## src/include/dout_pkg.sv

```systemverilog
package dout_pkg;
	localparam int REG_ADDR_W = 8;
	localparam logic [7:0] ADDR_CONTROL = 8'h00;
	localparam logic [7:0] ADDR_POLARITY = 8'h04;
	localparam logic [7:0] ADDR_MAN_EN = 8'h08;
	localparam logic [7:0] ADDR_MAN_VAL = 8'h0c;
	localparam logic [7:0] ADDR_APPLIED = 8'h10;
	localparam logic [7:0] ADDR_ROUTE_EN = 8'h14;
	localparam logic [7:0] ADDR_LED = 8'h18;
	localparam logic [7:0] ADDR_ROUTE_BASE = 8'h40;
	localparam int FIRST_OUT_BIT = 16;
	localparam int BRAKE_BIT = 0;
	localparam int LED_GREEN_BIT = 0;
	localparam int LED_RED_BIT = 1;
	localparam int SEL_INV_BIT = 7;
	localparam logic [31:0] RESET_WORD = 32'h0000_0000;
	localparam logic [15:0] ROUTE_OFF = 16'h0fff;
	localparam logic [15:0] ROUTE_RESET = 16'h0fff;
	localparam logic [7:0] SRC_ONE = 8'h00;
	localparam logic [7:0] SRC_ZERO = 8'h01;
	localparam logic [7:0] SRC_ENC_FIRST = 8'h02;
	localparam logic [7:0] SRC_ENC_LAST = 8'h08;
	localparam logic [7:0] SRC_POS_FIRST = 8'h09;
	localparam logic [7:0] SRC_POS_LAST = 8'h0f;
	localparam logic [7:0] SRC_PWM = 8'h10;
	localparam logic [7:0] SRC_PWM_INV = 8'h11;
	localparam int CLK_HZ = 100_000_000;
	localparam int SWPWM_MAX_HZ = 2000;
	localparam int OUT_MAX_HZ = 500;
	localparam int SWPWM_MIN_HALF = (CLK_HZ + 2 * SWPWM_MAX_HZ - 1) / (2 * SWPWM_MAX_HZ);
	localparam int OUT_MIN_HALF = (CLK_HZ + 2 * OUT_MAX_HZ - 1) / (2 * OUT_MAX_HZ);
	localparam int LED_HALF = 25_000_000;
endpackage : dout_pkg

```

## src/verilog/digital_output_routing.sv

```systemverilog
// Notes on behaviour
// - Output n follows control bit 15 plus n.
// - Low bits special; bit 0 drives brake.
// - Configuration bits act per matching output only.
// - Polarity bit set inverts the output.
// - Manual enable takes value from manual word.
// - Applied pattern readable in applied-state word.
// - LED bits enable green and red flashing.
// - Routing active only when enable equals 1.
// - Route entry: source high byte, bit low.
// - Entry bit 7 inverts the gating control bit.
// - Entry 0 soft PWM, entry k output k.
// - Entry value 0fff disables routing for output.
// - Source 00 constant one, 01 constant zero.
// - Sources 02..08 encoder pulses divided 1..64.
// - Sources 09..0f position pulses divided 1..64.
// - Source 10 PWM, 11 inverted PWM.
// - Divider 1 pulses per single count change.
// - Soft PWM to 2 kHz, others 500 Hz.
module digital_output_routing
	import dout_pkg::*;
#(
	parameter int NUM_OUT = 4,
	parameter int LED_HALF_CYC = LED_HALF,
	parameter int SWPWM_HALF_CYC = SWPWM_MIN_HALF,
	parameter int OUT_HALF_CYC = OUT_MIN_HALF
) (
	input wire logic CLOCK,
	input wire logic RST_N,
	input wire logic [REG_ADDR_W-1:0] ADDR,
	input wire logic [31:0] WDATA,
	input wire logic WR,
	input wire logic RD,
	output logic [31:0] RDATA,
	input wire logic [31:0] ENCODER_COUNT,
	input wire logic [31:0] ACTUAL_POSITION,
	input wire logic PWM_IN,
	input wire logic FAULT,
	output logic [NUM_OUT-1:0] OUT_O,
	output logic [NUM_OUT-1:0] OUT_OE_N,
	output logic BRAKE_O,
	output logic BRAKE_OE_N,
	output logic SWPWM_O,
	output logic LED_GREEN,
	output logic LED_RED
);
	localparam int NUM_ROUTE = NUM_OUT + 1;
	localparam int IDX_W = $clog2(NUM_ROUTE + 1);

	logic [31:0] control;
	logic [31:0] polarity;
	logic [31:0] man_en;
	logic [31:0] man_val;
	logic [31:0] applied;
	logic [31:0] route_en;
	logic [31:0] led_ctrl;
	logic [15:0] route [NUM_ROUTE];
	logic [31:0] enc_prev;
	logic [31:0] pos_prev;
	logic [5:0] enc_div;
	logic [5:0] pos_div;
	logic enc_step;
	logic pos_step;
	logic routing_on;
	logic [NUM_ROUTE-1:0] route_gate;
	logic [NUM_ROUTE-1:0] route_sig;
	logic [NUM_ROUTE-1:0] route_raw;
	logic [NUM_ROUTE-1:0] route_lim;
	logic [31:0] next_rdata;
	logic [31:0] source_word;
	logic [31:0] next_applied;
	logic swpwm_direct;
	logic [24:0] led_cnt;
	logic led_phase;
	logic route_hit;
	logic [IDX_W-1:0] route_idx;

	// Only word-aligned addresses inside the table hit an entry; others are ignored.
	assign route_hit = (ADDR >= ADDR_ROUTE_BASE) && (ADDR[1:0] == 2'b00)
		&& ((ADDR - ADDR_ROUTE_BASE) < REG_ADDR_W'(4 * NUM_ROUTE));
	assign route_idx = IDX_W'((ADDR - ADDR_ROUTE_BASE) >> 2);

	always_ff @(posedge CLOCK) begin
		if (!RST_N) begin
			control <= RESET_WORD;
		end else if (WR && ADDR == ADDR_CONTROL) begin
			control <= WDATA;
		end
	end

	always_ff @(posedge CLOCK) begin
		if (!RST_N) begin
			polarity <= RESET_WORD;
		end else if (WR && ADDR == ADDR_POLARITY) begin
			polarity <= WDATA;
		end
	end

	always_ff @(posedge CLOCK) begin
		if (!RST_N) begin
			man_en <= RESET_WORD;
		end else if (WR && ADDR == ADDR_MAN_EN) begin
			man_en <= WDATA;
		end
	end

	always_ff @(posedge CLOCK) begin
		if (!RST_N) begin
			man_val <= RESET_WORD;
		end else if (WR && ADDR == ADDR_MAN_VAL) begin
			man_val <= WDATA;
		end
	end

	always_ff @(posedge CLOCK) begin
		if (!RST_N) begin
			route_en <= RESET_WORD;
		end else if (WR && ADDR == ADDR_ROUTE_EN) begin
			route_en <= WDATA;
		end
	end

	// Only the two LED enables are kept; the upper bits read back as zero.
	always_ff @(posedge CLOCK) begin
		if (!RST_N) begin
			led_ctrl <= RESET_WORD;
		end else if (WR && ADDR == ADDR_LED) begin
			led_ctrl <= {30'h0, WDATA[1:0]};
		end
	end

	// Entries reset to the off code, so nothing is routed until software writes one.
	always_ff @(posedge CLOCK) begin
		if (!RST_N) begin
			for (int i = 0; i < NUM_ROUTE; i++) begin
				route[i] <= ROUTE_RESET;
			end
		end else if (WR && route_hit) begin
			route[route_idx] <= WDATA[15:0];
		end
	end

	always_comb begin
		next_rdata = 32'h0;
		if (RD && route_hit) begin
			next_rdata = {16'h0, route[route_idx]};
		end else if (RD) begin
			case (ADDR)
				ADDR_CONTROL: next_rdata = control;
				ADDR_POLARITY: next_rdata = polarity;
				ADDR_MAN_EN: next_rdata = man_en;
				ADDR_MAN_VAL: next_rdata = man_val;
				ADDR_APPLIED: next_rdata = applied;
				ADDR_ROUTE_EN: next_rdata = route_en;
				ADDR_LED: next_rdata = led_ctrl;
				default: next_rdata = 32'h0;
			endcase
		end
	end

	// Read data fall back to zero outside the answer cycle, so stale words never linger.
	always_ff @(posedge CLOCK) begin
		if (!RST_N) begin
			RDATA <= 32'h0;
		end else begin
			RDATA <= next_rdata;
		end
	end

	// A pulse is taken for each clock in which the count differs from last cycle.
	// Jumps of more than one count in a cycle still give a single pulse.
	always_ff @(posedge CLOCK) begin
		if (!RST_N) begin
			enc_prev <= 32'h0;
			enc_step <= 1'b0;
		end else begin
			enc_prev <= ENCODER_COUNT;
			enc_step <= (ENCODER_COUNT != enc_prev);
		end
	end

	always_ff @(posedge CLOCK) begin
		if (!RST_N) begin
			pos_prev <= 32'h0;
			pos_step <= 1'b0;
		end else begin
			pos_prev <= ACTUAL_POSITION;
			pos_step <= (ACTUAL_POSITION != pos_prev);
		end
	end

	// Divider chains: bit k toggles every 2^k steps, so bit k is divide 2^(k+1) square wave.
	always_ff @(posedge CLOCK) begin
		if (!RST_N) begin
			enc_div <= 6'h0;
		end else if (enc_step) begin
			enc_div <= enc_div + 6'h1;
		end
	end

	always_ff @(posedge CLOCK) begin
		if (!RST_N) begin
			pos_div <= 6'h0;
		end else if (pos_step) begin
			pos_div <= pos_div + 6'h1;
		end
	end

	// Divide by one passes the single-cycle step pulse; larger dividers pass a counter bit.
	function automatic logic pick_div(input logic [5:0] div, input logic step,
		input logic [2:0] sel);
		logic r;
		r = 1'b0;
		case (sel)
			3'h0: r = step;
			3'h1: r = div[0];
			3'h2: r = div[1];
			3'h3: r = div[2];
			3'h4: r = div[3];
			3'h5: r = div[4];
			3'h6: r = div[5];
			default: r = 1'b0;
		endcase
		return r;
	endfunction : pick_div

	// Any value other than exactly one leaves every output on its direct control bit.
	assign routing_on = (route_en == 32'h1);

	// The gate index uses the low five bits only; bits 6 and 5 of an entry are ignored.
	always_comb begin
		for (int i = 0; i < NUM_ROUTE; i++) begin
			logic [7:0] sel;
			sel = route[i][7:0];
			route_gate[i] = control[sel[4:0]] ^ sel[SEL_INV_BIT];
		end
	end

	always_comb begin
		for (int i = 0; i < NUM_ROUTE; i++) begin
			logic [7:0] src;
			src = route[i][15:8];
			route_sig[i] = 1'b0;
			if (src == SRC_ONE) begin
				route_sig[i] = 1'b1;
			end else if (src == SRC_ZERO) begin
				route_sig[i] = 1'b0;
			end else if (src >= SRC_ENC_FIRST && src <= SRC_ENC_LAST) begin
				route_sig[i] = pick_div(enc_div, enc_step, 3'(src - SRC_ENC_FIRST));
			end else if (src >= SRC_POS_FIRST && src <= SRC_POS_LAST) begin
				route_sig[i] = pick_div(pos_div, pos_step, 3'(src - SRC_POS_FIRST));
			end else if (src == SRC_PWM) begin
				route_sig[i] = PWM_IN;
			end else if (src == SRC_PWM_INV) begin
				route_sig[i] = ~PWM_IN;
			end
		end
	end

	assign route_raw = route_sig & route_gate;

	// Each routed line may change only after its minimum half period has passed.
	// Faster sources are thus slowed rather than passed at full rate.
	for (genvar g = 0; g < NUM_ROUTE; g++) begin : g_limit
		localparam int HALF = (g == 0) ? SWPWM_HALF_CYC : OUT_HALF_CYC;
		logic [31:0] hold;
		logic ready;
		assign ready = hold >= 32'(HALF - 1);
		always_ff @(posedge CLOCK) begin
			if (!RST_N) begin
				hold <= 32'h0;
			end else if (route_raw[g] != route_lim[g] && ready) begin
				hold <= 32'h0;
			end else if (!ready) begin
				hold <= hold + 32'h1;
			end
		end
		always_ff @(posedge CLOCK) begin
			if (!RST_N) begin
				route_lim[g] <= 1'b0;
			end else if (route_raw[g] != route_lim[g] && ready) begin
				route_lim[g] <= route_raw[g];
			end
		end
	end

	// Entry 0 feeds the soft PWM pin, entry k feeds output k.
	always_comb begin
		source_word = control;
		for (int i = 1; i < NUM_ROUTE; i++) begin
			if (routing_on && route[i] != ROUTE_OFF) begin
				source_word[FIRST_OUT_BIT + i - 1] = route_lim[i];
			end
		end
	end

	assign swpwm_direct = routing_on && route[0] != ROUTE_OFF && route_lim[0];

	// Manual override comes last, so it wins over both routing and polarity.
	always_comb begin
		next_applied = source_word ^ polarity;
		next_applied = (next_applied & ~man_en) | (man_val & man_en);
	end

	always_ff @(posedge CLOCK) begin
		if (!RST_N) begin
			applied <= RESET_WORD;
		end else begin
			applied <= next_applied;
		end
	end

	// Open drain: the pin is pulled low when driven, released for a logical high.
	always_ff @(posedge CLOCK) begin
		if (!RST_N) begin
			OUT_O <= '0;
			OUT_OE_N <= '1;
		end else begin
			OUT_O <= '0;
			OUT_OE_N <= next_applied[FIRST_OUT_BIT +: NUM_OUT];
		end
	end

	// The brake always follows bit 0 of the applied word; routing never reaches it.
	always_ff @(posedge CLOCK) begin
		if (!RST_N) begin
			BRAKE_O <= 1'b0;
			BRAKE_OE_N <= 1'b1;
		end else begin
			BRAKE_O <= 1'b0;
			BRAKE_OE_N <= next_applied[BRAKE_BIT];
		end
	end

	// The soft PWM pin is push-pull and stays low while its entry or routing is off.
	always_ff @(posedge CLOCK) begin
		if (!RST_N) begin
			SWPWM_O <= 1'b0;
		end else begin
			SWPWM_O <= swpwm_direct;
		end
	end

	always_ff @(posedge CLOCK) begin
		if (!RST_N) begin
			led_cnt <= 25'h0;
			led_phase <= 1'b0;
		end else if (led_cnt >= 25'(LED_HALF_CYC - 1)) begin
			led_cnt <= 25'h0;
			led_phase <= ~led_phase;
		end else begin
			led_cnt <= led_cnt + 25'h1;
		end
	end

	// Both LEDs share one flash phase; a fault moves the flashing from green to red.
	always_ff @(posedge CLOCK) begin
		if (!RST_N) begin
			LED_GREEN <= 1'b0;
		end else begin
			LED_GREEN <= led_ctrl[LED_GREEN_BIT] && !FAULT && led_phase;
		end
	end

	always_ff @(posedge CLOCK) begin
		if (!RST_N) begin
			LED_RED <= 1'b0;
		end else begin
			LED_RED <= led_ctrl[LED_RED_BIT] && FAULT && led_phase;
		end
	end
endmodule : digital_output_routing

```

## config.mk

```make
export PLATFORM = sky130hd
export DESIGN_NAME = digital_output_routing
export DESIGN_NICKNAME = d
export VERILOG_FILES = /design/src/include/dout_pkg.sv /design/src/verilog/digital_output_routing.sv
export SDC_FILE = /design/constraint.sdc
export NUM_CORES = 1
export LEC_CHECK = 0
export BUFFER_PORTS_ARGS = -buffer_cell sky130_fd_sc_hd__buf_4
export CAP_MARGIN = 10
export CORE_MARGIN = 4
export CORE_UTILIZATION = 43
export CTS_CLUSTER_DIAMETER = 100
export CTS_CLUSTER_SIZE = 20
export DETAILED_ROUTE_END_ITERATION = 8
export SLEW_MARGIN = 15
export SYNTH_ARGS = -nofsm -noshare
export SYNTH_HDL_FRONTEND = slang
export SYNTH_SLANG_ARGS = --single-unit
```

## constraint.sdc

```tcl
create_clock -name CLOCK -period 3.7 [get_ports CLOCK]
set_input_delay 0.185 -clock CLOCK [delete_from_list [all_inputs] [get_ports CLOCK]]
set_output_delay 0.185 -clock CLOCK [all_outputs]
set_load 0.005 [all_outputs]
```

==> summary by stage, run 1 <==
Critical path
The data required time of the worst path is between 4 and 5 ns. The type of destination of the critical path is a register. Traced cell by cell, the critical path runs through nor2_1 > ha_1 > mux4_2 > a22oi_1 > a221oi_1 > o211ai_1 > nor2_1 > a2111oi_4 > buf_4 > nor2_1. The highest cell delay on the worst timing path is ~0.55 ns.

In this run the critical register-to-register path is captured at g_limit[3].hold[12]. In this run the worst path has a maximum fanout of 31. The number of cells traversed by the worst register-to-register path is 10. The critical path start-end classification is reg -> reg. By instance count, the cell type seen most on the critical path is sky130_fd_sc_hd__nor2_1. The worst register-to-register path has a setup slack of 0.37 ns. The library cell contributing the largest single delay on the critical path is sky130_fd_sc_hd__edfxtp_1. On the critical path the largest part of the delay comes from compound AO/OA/AOI/OAI gates. The type of origin of the critical path is a register. In this run the critical register-to-register path is launched from route[3][9]. The number of buffers and inverters on the critical path is 1. At the worst endpoint, the arrival time is roughly 3.8 ns.

Detailed routing
Detailed routing placed a total of 6110 um of wire on met3. After detailed routing, the number of remaining DRC violations is 0. The final layout contains routed wiring with a total length of 80600 um.

The first-pass iteration count of the detailed router is 5. The top routing layer in use is met5. The detail route stage leaves a number of antenna-violating nets equal to 0. In the routed layout, each cell is associated on average with a via count of between 5 and 6.

For this block, wires on met1 add up to between 30000 and 40000 um. The total met2 wirelength after detailed routing is ~38000 um. The total number of vias is 22700. After detailed routing, the average wire length per cell comes to roughly 20 um. The iteration-0 DRC count of the detailed router is ~2000.

Logic synthesis
The count of synthesis-stage warnings from yosys is 0. The count of flip-flops with a built-in enable after synthesis is approximately 100. After synthesis the cells add up to 27400 um^2. The most used flip-flop cell after synthesis is sky130_fd_sc_hd__dfxtp_1. Averaged over all synthesized cells, the footprint is between 9 and 10 um^2. Synthesis inferred 607 register bits. The gate count of the mapped netlist is just under 3000. Sequential elements use 48.1% of the synthesized area. Synthesis instantiated 70 different standard cells from the library. Of all flip-flops after synthesis, the portion carrying an async set or reset was 0%.

Timing
The max-slew violation count is 0. Setup violations remaining at the end of the flow were counted as 0. Across the routed clock network, the largest skew measured is around 0.038 ns.

The transition at the pin with the smallest max-transition slack is 1.08 ns. The fmax is 300 MHz. Subtracting the final worst setup slack from the clock period gives 3.33 ns.

The number of failing hold endpoints at the final stage came to 0. In the post-route analysis, the smallest setup slack over all paths is roughly 0.37 ns. The sum of negative setup slack is 0 ns. The share of the cycle needed by the critical path after routing is roughly 90%. The worst slew margin relative to its limit is 28.1%. The worst hold slack is 0.161 ns. Setup repair after global routing left no endpoint under its margin.

CTS
The TritonCTS sink count is 607. The maximum level of the CTS H-tree is 2. The latest clock arrival within the worst-skew pair is 0.59 ns. The maximum clock path buffer count is 3. Counting the buffers created by CTS gives 36. The register clock-pin slew on the reported worst setup and hold paths is approximately 0.09 ns. TritonCTS built the clock tree. In this run the clock root is driven by a sky130_fd_sc_hd__clkbuf_16.

Placed design
At the placement stage, the worst setup path has a slack of between 0.2 and 0.25 ns. The count of placed standard cells including taps is about 3800. At the end of routability-driven placement, the weighted congestion stood at between 0.9 and 1.

The post-placement cell area is between 20000 and 30000 um^2. Once detailed placement completed, the half-perimeter wirelength came to roughly 54000 um. The count of buffers added on input and output ports is approximately 150.

Finish
The signed area change from the synthesized netlist to the final layout is 14.9%. The footprint of the flip-flops and latches is 13200 um^2. The multi-input combinational cells in the finished layout cover a total of between 10000 and 15000 um^2. The antenna cell count is 0. The proportion of layout cells with a drive suffix above 1 is 12.3%. After the flow finishes, the layout carries non-filler instances totaling 3944. The final layout net count is about 3200. Once layout is done, the placed cells without fillers occupy 31500 um^2. Cells fill ~50% of the core in the end. The layout has ~5800 filler cells.

Global route
The number of global-route vias before repair is ~22000. Global routing consumed, over all layers together, a little under a quarter of the routing resources. The total global routing overflow is 0. The first global-routing pass estimated roughly 130000 um of wire.

The pin count of the biggest net entering global routing is 202. The initial antenna violation count came to 1.

Floorplan
Row generation in the floorplan step produced 92 rows. The die is between 200 and 300 um wide. For this design the top-level I/O count stands at approximately 160. The initial core utilization is between 40% and 50%. The region available for standard cell placement spans between 60000 and 70000 um^2. The die height is around 260 um. The die covers slightly below 70000 um^2.

Outcome
The flow ran to the end, and the final reports show no timing, DRC or antenna violations.

Power
Summed over all cells, the static leakage comes to approximately 11 nW. The design draws roughly 12 mW. The worst IR drop on VDD is between 0.2 and 0.3 mV. The power density over the cells is approximately 380 nW/um^2.

Worst hold path
The worst min-delay path class is in -> reg. The worst hold path passes through 5 cells. The terminating pin of the worst hold path is led_ctrl[0]. In this run the most critical hold path is launched from ADDR[4].

Flow run
Across the run, the number of max-cap violations was 0.
==> worst register-to-register path, cell delays in order, from the launching register on <==
cell,delay (ns)
sky130_fd_sc_hd__edfxtp_1,0.55
sky130_fd_sc_hd__nor2_1,0.28
sky130_fd_sc_hd__ha_1,0.31
sky130_fd_sc_hd__mux4_2,0.29
sky130_fd_sc_hd__a22oi_1,0.19
sky130_fd_sc_hd__a221oi_1,0.10
sky130_fd_sc_hd__o211ai_1,0.47
sky130_fd_sc_hd__nor2_1,0.18
sky130_fd_sc_hd__a2111oi_4,0.37
sky130_fd_sc_hd__buf_4,0.35
sky130_fd_sc_hd__nor2_1,0.10
==> sequential cells by signal, summed over array words and instances, names as in the netlist, 2 cells and up <==
signal        flops
led_cnt          25
enc_div           6
route_en         32
man_en           32
man_val          32
led_ctrl          2
pos_prev         32
applied          32
polarity         32
pos_div           6
OUT_OE_N          4
route_lim         5
RDATA            32
g_limit.hold    160
route           104
control          32
enc_prev         32
==> layout make-up <==
cell class / instances / share of cell area [%]
multi-input combinational: 2057 / 42.1
tap: 846 / 3.36
clock buffer: 49 / 3.24
timing repair buffer: 313 / 8.46
clock inverter: 2 / 0.0794
sequential: 607 / 41.9
inverter: 70 / 0.857
==> Yosys cell counts, types with 70 or more instances <==
cell type	number	area [um^2]
sky130_fd_sc_hd__dfxtp_1	503	10100
sky130_fd_sc_hd__inv_1	70	263
sky130_fd_sc_hd__xnor2_1	151	1320
sky130_fd_sc_hd__a21oi_1	228	1140
sky130_fd_sc_hd__nor2_1	187	702
sky130_fd_sc_hd__nor3_1	74	370
sky130_fd_sc_hd__a22oi_1	86	646
sky130_fd_sc_hd__mux4_2	70	1580
sky130_fd_sc_hd__edfxtp_1	104	3120
sky130_fd_sc_hd__nand2_1	444	1670
sky130_fd_sc_hd__and2_1	82	513
sky130_fd_sc_hd__clkbuf_1	178	668
==> worst max-delay path by stage <==
stage,from,end,cells after the start
floorplan,route[2][9],g_limit[2].hold[1],11
global placement,route[2][0],g_limit[2].hold[1],6
detailed placement,route[2][0],g_limit[2].hold[1],6
CTS,route[2][0],g_limit[2].hold[1],6
global route,route[3][9],g_limit[3].hold[19],10
finish,route[3][9],g_limit[3].hold[12],10
==> cell usage in the layout, fill, tap and decap left out, types with 6 or more instances in the layout <==
cell,count
sky130_fd_sc_hd__inv_1,69
sky130_fd_sc_hd__and3_1,61
sky130_fd_sc_hd__clkbuf_16,38
sky130_fd_sc_hd__nor3_1,72
sky130_fd_sc_hd__buf_4,209
sky130_fd_sc_hd__edfxtp_1,104
sky130_fd_sc_hd__nand2b_1,25
sky130_fd_sc_hd__a221oi_1,19
sky130_fd_sc_hd__mux2i_1,38
sky130_fd_sc_hd__a21oi_1,228
sky130_fd_sc_hd__xnor2_1,150
sky130_fd_sc_hd__conb_1,29
sky130_fd_sc_hd__nand2_1,444
sky130_fd_sc_hd__o21a_1,6
sky130_fd_sc_hd__clkbuf_1,8
sky130_fd_sc_hd__dfxtp_1,503
sky130_fd_sc_hd__dlygate4sd3_1,99
sky130_fd_sc_hd__or4_1,7
sky130_fd_sc_hd__a31oi_1,35
sky130_fd_sc_hd__mux2_2,18
sky130_fd_sc_hd__nand4_1,60
sky130_fd_sc_hd__nor2_1,185
sky130_fd_sc_hd__o21ai_0,18
sky130_fd_sc_hd__a211oi_1,49
sky130_fd_sc_hd__a22o_1,6
sky130_fd_sc_hd__mux4_2,70
sky130_fd_sc_hd__or3_1,44
sky130_fd_sc_hd__ha_1,18
sky130_fd_sc_hd__nand3_1,45
sky130_fd_sc_hd__nor2b_1,29
sky130_fd_sc_hd__a221o_1,6
sky130_fd_sc_hd__xor2_1,48
sky130_fd_sc_hd__o22ai_1,12
sky130_fd_sc_hd__nor4_1,57
sky130_fd_sc_hd__or2_2,20
sky130_fd_sc_hd__and4_1,13
sky130_fd_sc_hd__and2_1,84
sky130_fd_sc_hd__a22oi_1,86
==> kinds of logic (layout without fill, tap and decap cells) <==
group | count (synthesis) | count (layout) | share of synthesized area [%]
AO/OA/AOI/OAI | 517 | 517 | 12.1
XOR/XNOR | 200 | 200 | 6.39
adder cells (fa/ha/maj) | 18 | 18 | 0.821
buffers and inverters | 284 | 434 | 4.08
flip-flops | 607 | 607 | 48.1
multiplexers | 126 | 126 | 7.87
other | 1 | 29 | 0.0137
AND/OR/NAND/NOR | 1167 | 1167 | 20.6
==> repair_timing <==
action	CTS	global route
endpoints found under the hold margin	273	0
endpoints found under the setup margin	0	26
gates resized for setup	0	1
buffers inserted	0	0
hold buffers	99	0
==> layer usage <==
metal | global-route usage, % | up-vias
met2 | 38.1 | 861
li1 | - | 10600
met1 | 32.1 | 11000
met5 | 0 | -
met3 | 3.81 | 142
met4 | 6.68 | 2
==> power breakdown <==
part	switching [mW]	leakage [nW]	total [mW]	internal (mW)
clock network	2.24	0.511	4.18	1.94
logic	0.468	5.29	0.895	0.427
registers	0.175	5.11	7.03	6.86
total	2.88	10.9	12.1	9.23
Note: power is estimated with default switching activity, not from simulation.
==> run 2, diff against run 1 <==
==> constraint.sdc (replaced) <==
create_clock -name CLOCK -period 2.93 [get_ports CLOCK]
set_input_delay 0.1465 -clock CLOCK [delete_from_list [all_inputs] [get_ports CLOCK]]
set_output_delay 0.1465 -clock CLOCK [all_outputs]
set_load 0.005 [all_outputs]
==> summary by stage, run 2 (same netlist as run 1, synthesis figures left out) <==
Finish
The flip-flop count of the largest register after layout is 160. For this run, the post-layout net count is around 3300. Summing all multi-input logic gate instances after layout gives roughly 13000 um^2. The largest registers in the layout are g_limit.hold (160), route (104). The number of antenna diodes in the final layout is 0.

The most flop-heavy register is g_limit.hold. The footprint of the flip-flops and latches is 13200 um^2. The most common cell after layout, fill and taps aside is sky130_fd_sc_hd__dfxtp_1.

Relative to the synthesized area, the layout overhead comes to 18.4%. The top cell types in the final layout, fill and taps aside, are sky130_fd_sc_hd__dfxtp_1 (503), sky130_fd_sc_hd__nand2_1 (444), sky130_fd_sc_hd__buf_4 (282). The filler cells instantiated in the layout total between 5000 and 6000. For this run, the share of the core covered by cells in the final layout is between 50% and 60%. Cells with a size suffix above 1 make up 15.3% of the layout.

Detailed routing
For this block, the initial DRC count from the detailed router was between 2000 and 2500. The routed wire length per instance is around 21 um. Wire segments on met3 add up to ~6400 um in the final route.

For this block, the routed nets add up to 84000 um of wire. The number of remaining DRC errors is 0. The total met2 wirelength after detailed routing is 39500 um.

Signal routing reaches up to met4. The remaining number of nets flagged by the antenna check after routing is 0. The total number of vias is about 23000. In the final routing, the length of wire on met1 measures around 35000 um. Dividing the detail-routed via count by the number of cells gives ~5.7. The first-pass iteration count of the detailed router is 6.

CTS
The maximum level of the CTS H-tree is 2. The clock drives between 600 and 700 sinks. The register clock-pin slew on the reported worst setup and hold paths is 0.09 ns. The total clock buffers created by CTS is 36.

The latest clock arrival within the worst-skew pair is 0.60 ns. The maximum clock path buffer count is 3. The TritonCTS clock tree is built.

The tree is rooted in a sky130_fd_sc_hd__clkbuf_16.

Timing
The clock period minus worst slack is about 3 ns. The share of the cycle needed by the critical path after routing is 102%. The fmax is between 300 and 400 MHz.

The worst path setup slack after routing is -0.0553 ns. Setup repair after global routing could not meet its margin everywhere. Hold timing on the final database bottoms out at a slack of 0.0971 ns. In this run the tightest slew margin relative to its limit is ~44%.

The max-slew violation count is 0. The number of failing hold endpoints at the final stage is 0. Setup violations remaining at the end of the flow were counted as 31. The worst clock skew is 0.0443 ns.

The transition at the pin with the smallest max-transition slack is 0.835 ns.

Critical path
The data required time of the worst path is 3.39 ns. In this design, the stage delay of the slowest critical-path cell is roughly 0.56 ns. In this run the worst path has a maximum fanout of 8. The slowest stage of the critical path belongs to the cell sky130_fd_sc_hd__mux4_2.

STA classifies the critical path startpoint as a register. The critical path goes through mux4_2 > mux4_2 > mux2i_4 > xnor2_2 > buf_4 > a2111oi_4 > buf_6 > clkbuf_16 > nor2b_1. Data arrives at the worst endpoint at 3.45 ns. Counting stages on the worst path, the most repeated cell is sky130_fd_sc_hd__mux4_2. The type of destination of the critical path is a register. The worst setup path is of the reg -> reg kind.

Floorplan
Pin placement for this block handled about 160 I/O pins. The area of the core is roughly 63000 um^2. The die height is ~260 um. The floorplan has 92 rows.

The floorplan step defined a die boundary enclosing approximately 68000 um^2. Measured along the x axis, the die boundary spans 261 um. The initial core utilization is a little over two fifths.

Global route
The number of global-route vias before repair was about 23000. The pin count of the biggest net entering global routing is roughly 100. In the global route stage, overall resource usage came out at ~24%.

The wire length of the first global-routing pass is around 130000 um. The initial antenna violation count came to 2. Summed over all layers, the global routing overflow is 0.

Power
The leakage power figure is between 10 and 15 nW. The worst IR drop on VDD is 0.297 mV. For this design the ratio of total power to cell area is roughly 470 nW/um^2. The total power is 15.2 mW.

Flow run
Max-cap violations in this run came to 0.

Worst hold path
The worst hold path belongs to the class in -> reg.

Placed design
The count of port buffers added during placement is about 150. At the end of routability-driven placement, the weighted congestion stood at between 0.9 and 1. The post-placement setup slack is -0.0332 ns. The wire-length estimate of the detail-placed layout is 57200 um.

Outcome
The flow ran to the end, but the final reports show violations. The checks that failed: negative setup slack.
run 2: cell count changes in the layout (fill, tap and decap cells not counted), moves of 2 or more:
cell	before	now
sky130_fd_sc_hd__buf_6	0	3
sky130_fd_sc_hd__buf_12	4	18
sky130_fd_sc_hd__nor2_4	0	2
sky130_fd_sc_hd__nor2_1	185	178
sky130_fd_sc_hd__buf_4	209	282
sky130_fd_sc_hd__nor2_2	2	7
sky130_fd_sc_hd__a211oi_2	1	4
sky130_fd_sc_hd__a211oi_1	49	46
run 2: final timing paths:
path	endpoint	start	cells after the start	slack, ns
setup / recovery	g_limit[3].hold[23]	route[3][1]	9	-0.06
hold / removal	RDATA[3]	RD	4	0.1
setup reg to reg	g_limit[3].hold[23]	route[3][1]	9	-0.06
hold reg to reg	g_limit[2].hold[21]	g_limit[2].hold[21]	2	0.43
run 2: where the power goes:
group          total [mW]  internal, mW  switching (mW)
combinational        1.25         0.598           0.656
sequential           8.84          8.66           0.188
clock                5.15          2.33            2.82
run 2: per-layer routing:
metal	vias up	track usage, %
met5	-	0
met2	876	39.9
met4	0	7.69
li1	10800	-
met1	11300	32.7
met3	152	4.23
run 2: repair_timing:
action | CTS | global route
cloned | 0 | 4
pin swaps | 0 | 12
gates resized for setup | 2 | 22
endpoints found under the setup margin | 61 | 126
hold buffers | 98 | 0
buffers inserted | 3 | 6
hold endpoints to repair | 293 | 0
run 2: metrics by stage:
step	instance area, um^2	cells	setup TNS (ns)
floorplan	27500	2948	0
global placement	30200	3873	0
detailed placement	30200	3873	-0.751
CTS	32200	4024	0
global route	32500	4034	-4.51
finish	32500	4034	-1.26
run 2: layout make-up:
type,count,share of cell area [%]
tap,846,3.26
inverter,70,0.833
sequential,607,40.6
multi-input combinational,2057,41.2
clock inverter,3,0.112
clock buffer,47,2.96
timing repair buffer,404,11.0
run 2: critical path, delay by kind of cell (launching register included):
| family | cells | cell delay (ns) |
|---|---|---|
| AOI/OAI and AO/OA | 1 | 0.35 |
| xor gates and xnor gates | 1 | 0.12 |
| buffers and inverters | 3 | 0.51 |
| DFF | 1 | 0.54 |
| muxes | 3 | 1.29 |
| and+or+nand+nor | 1 | 0.05 |
==> run 3, diff against run 2 <==
--- a/config.mk
+++ b/config.mk
@@ -12,7 +12,8 @@
 export CTS_CLUSTER_DIAMETER = 100
 export CTS_CLUSTER_SIZE = 20
 export DETAILED_ROUTE_END_ITERATION = 8
-export SLEW_MARGIN = 15
+export GPL_TIMING_DRIVEN = 0
+export SLEW_MARGIN = 40
 export SYNTH_ARGS = -nofsm -noshare
 export SYNTH_HDL_FRONTEND = slang
 export SYNTH_SLANG_ARGS = --single-unit
==> summary by stage, run 3 (same netlist as run 1, synthesis figures left out) <==
Placed design
The count of placed standard cells including taps is between 3000 and 4000. After detailed placement, the total cell area comes to 29700 um^2. Buffers placed on the I/O ports in this run total between 100 and 150. The post-placement setup slack is -0.833 ns. The wire-length estimate of the detail-placed layout is about 63000 um. The weighted congestion at the end of routability-driven global placement is slightly below 1.

Timing
In the post-route analysis, the smallest setup slack over all paths is -0.0150 ns. The worst hold slack is ~0.11 ns. Between clock sinks in the finished design, the worst skew comes to around 0.028 ns.

The share of the cycle needed by the critical path after routing is 101%. The sum of negative setup slack is -0.167 ns. The number of failing hold endpoints at the final stage was 0.

Derived from the worst setup path, the maximum achievable clock frequency is 340 MHz. The max-slew violation count is 0. The clock period minus worst slack is about 2.9 ns. For the pin with the worst max-slew slack, the measured transition is just over 0.9 ns. In this run the tightest slew margin relative to its limit is between 30% and 40%. Setup repair after global routing could not meet its margin everywhere. The setup-violating endpoint count in the final report is 18.

Floorplan
The area of the die is roughly 68000 um^2. For this configuration, the core starts out at a cell density of between 40% and 50%. The width of the die is around 260 um. In this run the standard cell core region covers 63100 um^2.

The die height is ~260 um. In this run the count of I/O pins placed on the die edge is 155. The initialized floorplan defines 92 standard-cell rows.

Global route
The number of global-route vias before repair is roughly 23000. The pin count of the biggest net entering global routing is 22. The total global routing overflow is 0. For this run, the total global-route usage over all layers was measured as 25.1%.

The wire length of the first global-routing pass is between 100000 and 150000 um. The initial antenna violation count is 2.

Critical path
The worst register-to-register path begins at control[13]. The capture instance of the worst register-to-register path is g_limit[3].hold[30]. The setup path with the least slack is of type reg -> reg. The highest cell delay on the worst timing path is a little over 0.5 ns. The type of origin of the critical path is a register. The library cell contributing the largest single delay on the critical path is sky130_fd_sc_hd__mux4_2. The largest fanout of any net on the critical path is 8. Traced cell by cell, the critical path runs through clkbuf_1 > mux4_2 > mux4_2 > mux2i_2 > xnor2_2 > buf_4 > a2111oi_4 > buf_6 > clkbuf_16 > nor2b_1.

The cell repeated most along the worst path is sky130_fd_sc_hd__mux4_2. The data required time of the worst path is 3.40 ns. Measured in cells, the most critical reg-to-reg path has a length of 10. The data arrival at the endpoint of the critical path is 3.41 ns.

The slack of the worst reg-to-reg path is -0.01 ns. The worst setup path is captured at a register.

Finish
The signed area change from the synthesized netlist to the final layout is 18.5%. The finished layout holds approximately 4100 standard cells, fillers aside. The proportion of layout cells with a drive suffix above 1 is 14.3%.

The total non-filler cell area in the finished layout is 32500 um^2. In the layout the commonest cells are sky130_fd_sc_hd__dfxtp_1 (501), sky130_fd_sc_hd__nand2_1 (442), sky130_fd_sc_hd__a21oi_1 (225). The most common cell after layout, fill and taps aside is sky130_fd_sc_hd__dfxtp_1.

The largest registers in the layout are g_limit.hold (160), route (104). The final layout contains between 3000 and 4000 nets. Cells fill 51.5% of the core in the end.

The most flop-heavy register is g_limit.hold. The register with the most flip-flops in the layout has between 150 and 200 of them.

CTS
Clock tree synthesis inserted a total of 36 buffers. The TritonCTS sink count is about 600. The maximum clock path buffer count is 3.

The root buffer cell chosen for the clock tree is sky130_fd_sc_hd__clkbuf_16. The register clock-pin slew on the reported worst setup and hold paths is approximately 0.090 ns. For the worst-skew pair, the clock arrives at the later sink with an insertion delay of around 0.6 ns.

The TritonCTS clock tree is built. The H-tree was split into 2 levels.

Detailed routing
Using the TritonRoute via totals, the vias-per-cell ratio works out to ~5.8. The remaining number of nets flagged by the antenna check after routing is 0. The first-pass iteration count of the detailed router is 6. After detailed routing, no signal wire sits above met4. The total number of vias is 23800.

Wire segments on met2 add up to 41000 um in the final route. The total length of routed met3 wires is 7510 um. The routed wire length per instance is approximately 21 um.

For this run, design rule violations remaining after detail routing come to 0. The met1 routed wirelength after detailed routing is approximately 36000 um. The detailed router finished its first iteration with 2558 violations.

After detailed routing, the total wire length is between 80000 and 90000 um.

Outcome
The final reports fail on negative setup slack. The flow ran to the end, but the final reports show violations.

Power
The leakage power figure is about 11 nW. The total power is ~15 mW. Dividing total power by cell area gives a power density of about 470 nW/um^2. IR analysis of the VDD net gives a maximum drop of between 0.4 and 0.5 mV.

Flow run
Across the run, the number of max-cap violations was 0.

Worst hold path
The worst hold path startpoint is RD. The terminating pin of the worst hold path is RDATA[8]. In this run the worst hold path is classified as in -> reg.

The cell depth of the worst hold path is 3.
-- run 3: cell types whose count changed in the layout (fill, tap and decap cells not counted), moves of 5 or more --
cell | before | now
sky130_fd_sc_hd__buf_8 | 0 | 5
sky130_fd_sc_hd__buf_2 | 0 | 9
sky130_fd_sc_hd__a211oi_1 | 46 | 39
sky130_fd_sc_hd__buf_6 | 3 | 13
sky130_fd_sc_hd__nor2_1 | 178 | 171
sky130_fd_sc_hd__buf_4 | 282 | 197
sky130_fd_sc_hd__buf_1 | 0 | 6
sky130_fd_sc_hd__a211oi_2 | 4 | 11
sky130_fd_sc_hd__buf_12 | 18 | 0
sky130_fd_sc_hd__clkbuf_1 | 9 | 141
sky130_fd_sc_hd__dlygate4sd3_1 | 98 | 93
sky130_fd_sc_hd__clkbuf_2 | 0 | 20
-- run 3: power by group --
part	switching (mW)	internal, mW
sequential	0.191	8.66
combinational	0.712	0.606
clock	2.82	2.34
-- run 3: worst max-delay path by stage --
stage	from	end	slack, ns	cells past startpoint
floorplan	route[2][9]	g_limit[2].hold[1]	0.10	11
global placement	route[1][8]	g_limit[1].hold[7]	-1.01	10
detailed placement	ADDR[7]	RDATA[28]	-0.83	9
CTS	control[14]	g_limit[3].hold[22]	0.006	10
global route	route[3][0]	g_limit[3].hold[7]	-0.1	10
finish	control[13]	g_limit[3].hold[30]	-0.01	10
-- run 3: area by class of cell --
cell class,count,area [um^2]
Antenna cell,3,7.51
Sequential cell,607,13200
Tap cell,846,1060
Multi-Input combinational cell,2057,13600
Clock buffer,46,970
Inverter,70,263
Timing Repair Buffer,288,2440
Buffer,195,966
Clock inverter,2,13.8
Fill cell,5822,30600
-- run 3: timing repair --
item / CTS / global route
endpoints found under the setup margin: 185 / 198
cloned: 0 / 5
buffers inserted: 27 / 19
pin swaps: 10 / 16
resized for setup: 57 / 102
endpoints found under the hold margin: 193 / 0
hold buffers: 93 / 0
-- run 3: worst max-delay path: cells and delay by family, from the launching register on --
| family | cells | cell delay [ns] |
|---|---|---|
| xor+xnor | 1 | 0.18 |
| buf+inv | 4 | 0.81 |
| flops | 1 | 0.31 |
| simple gates | 1 | 0.04 |
| compound gates | 1 | 0.30 |
| mux | 3 | 1.20 |
-- run 3: routing by layer --
layer	global-route usage [%]	vias up
met1	33.5	11600
met4	8.80	0
met2	41.2	1079
met3	4.35	191
li1	-	11000
met5	0	-
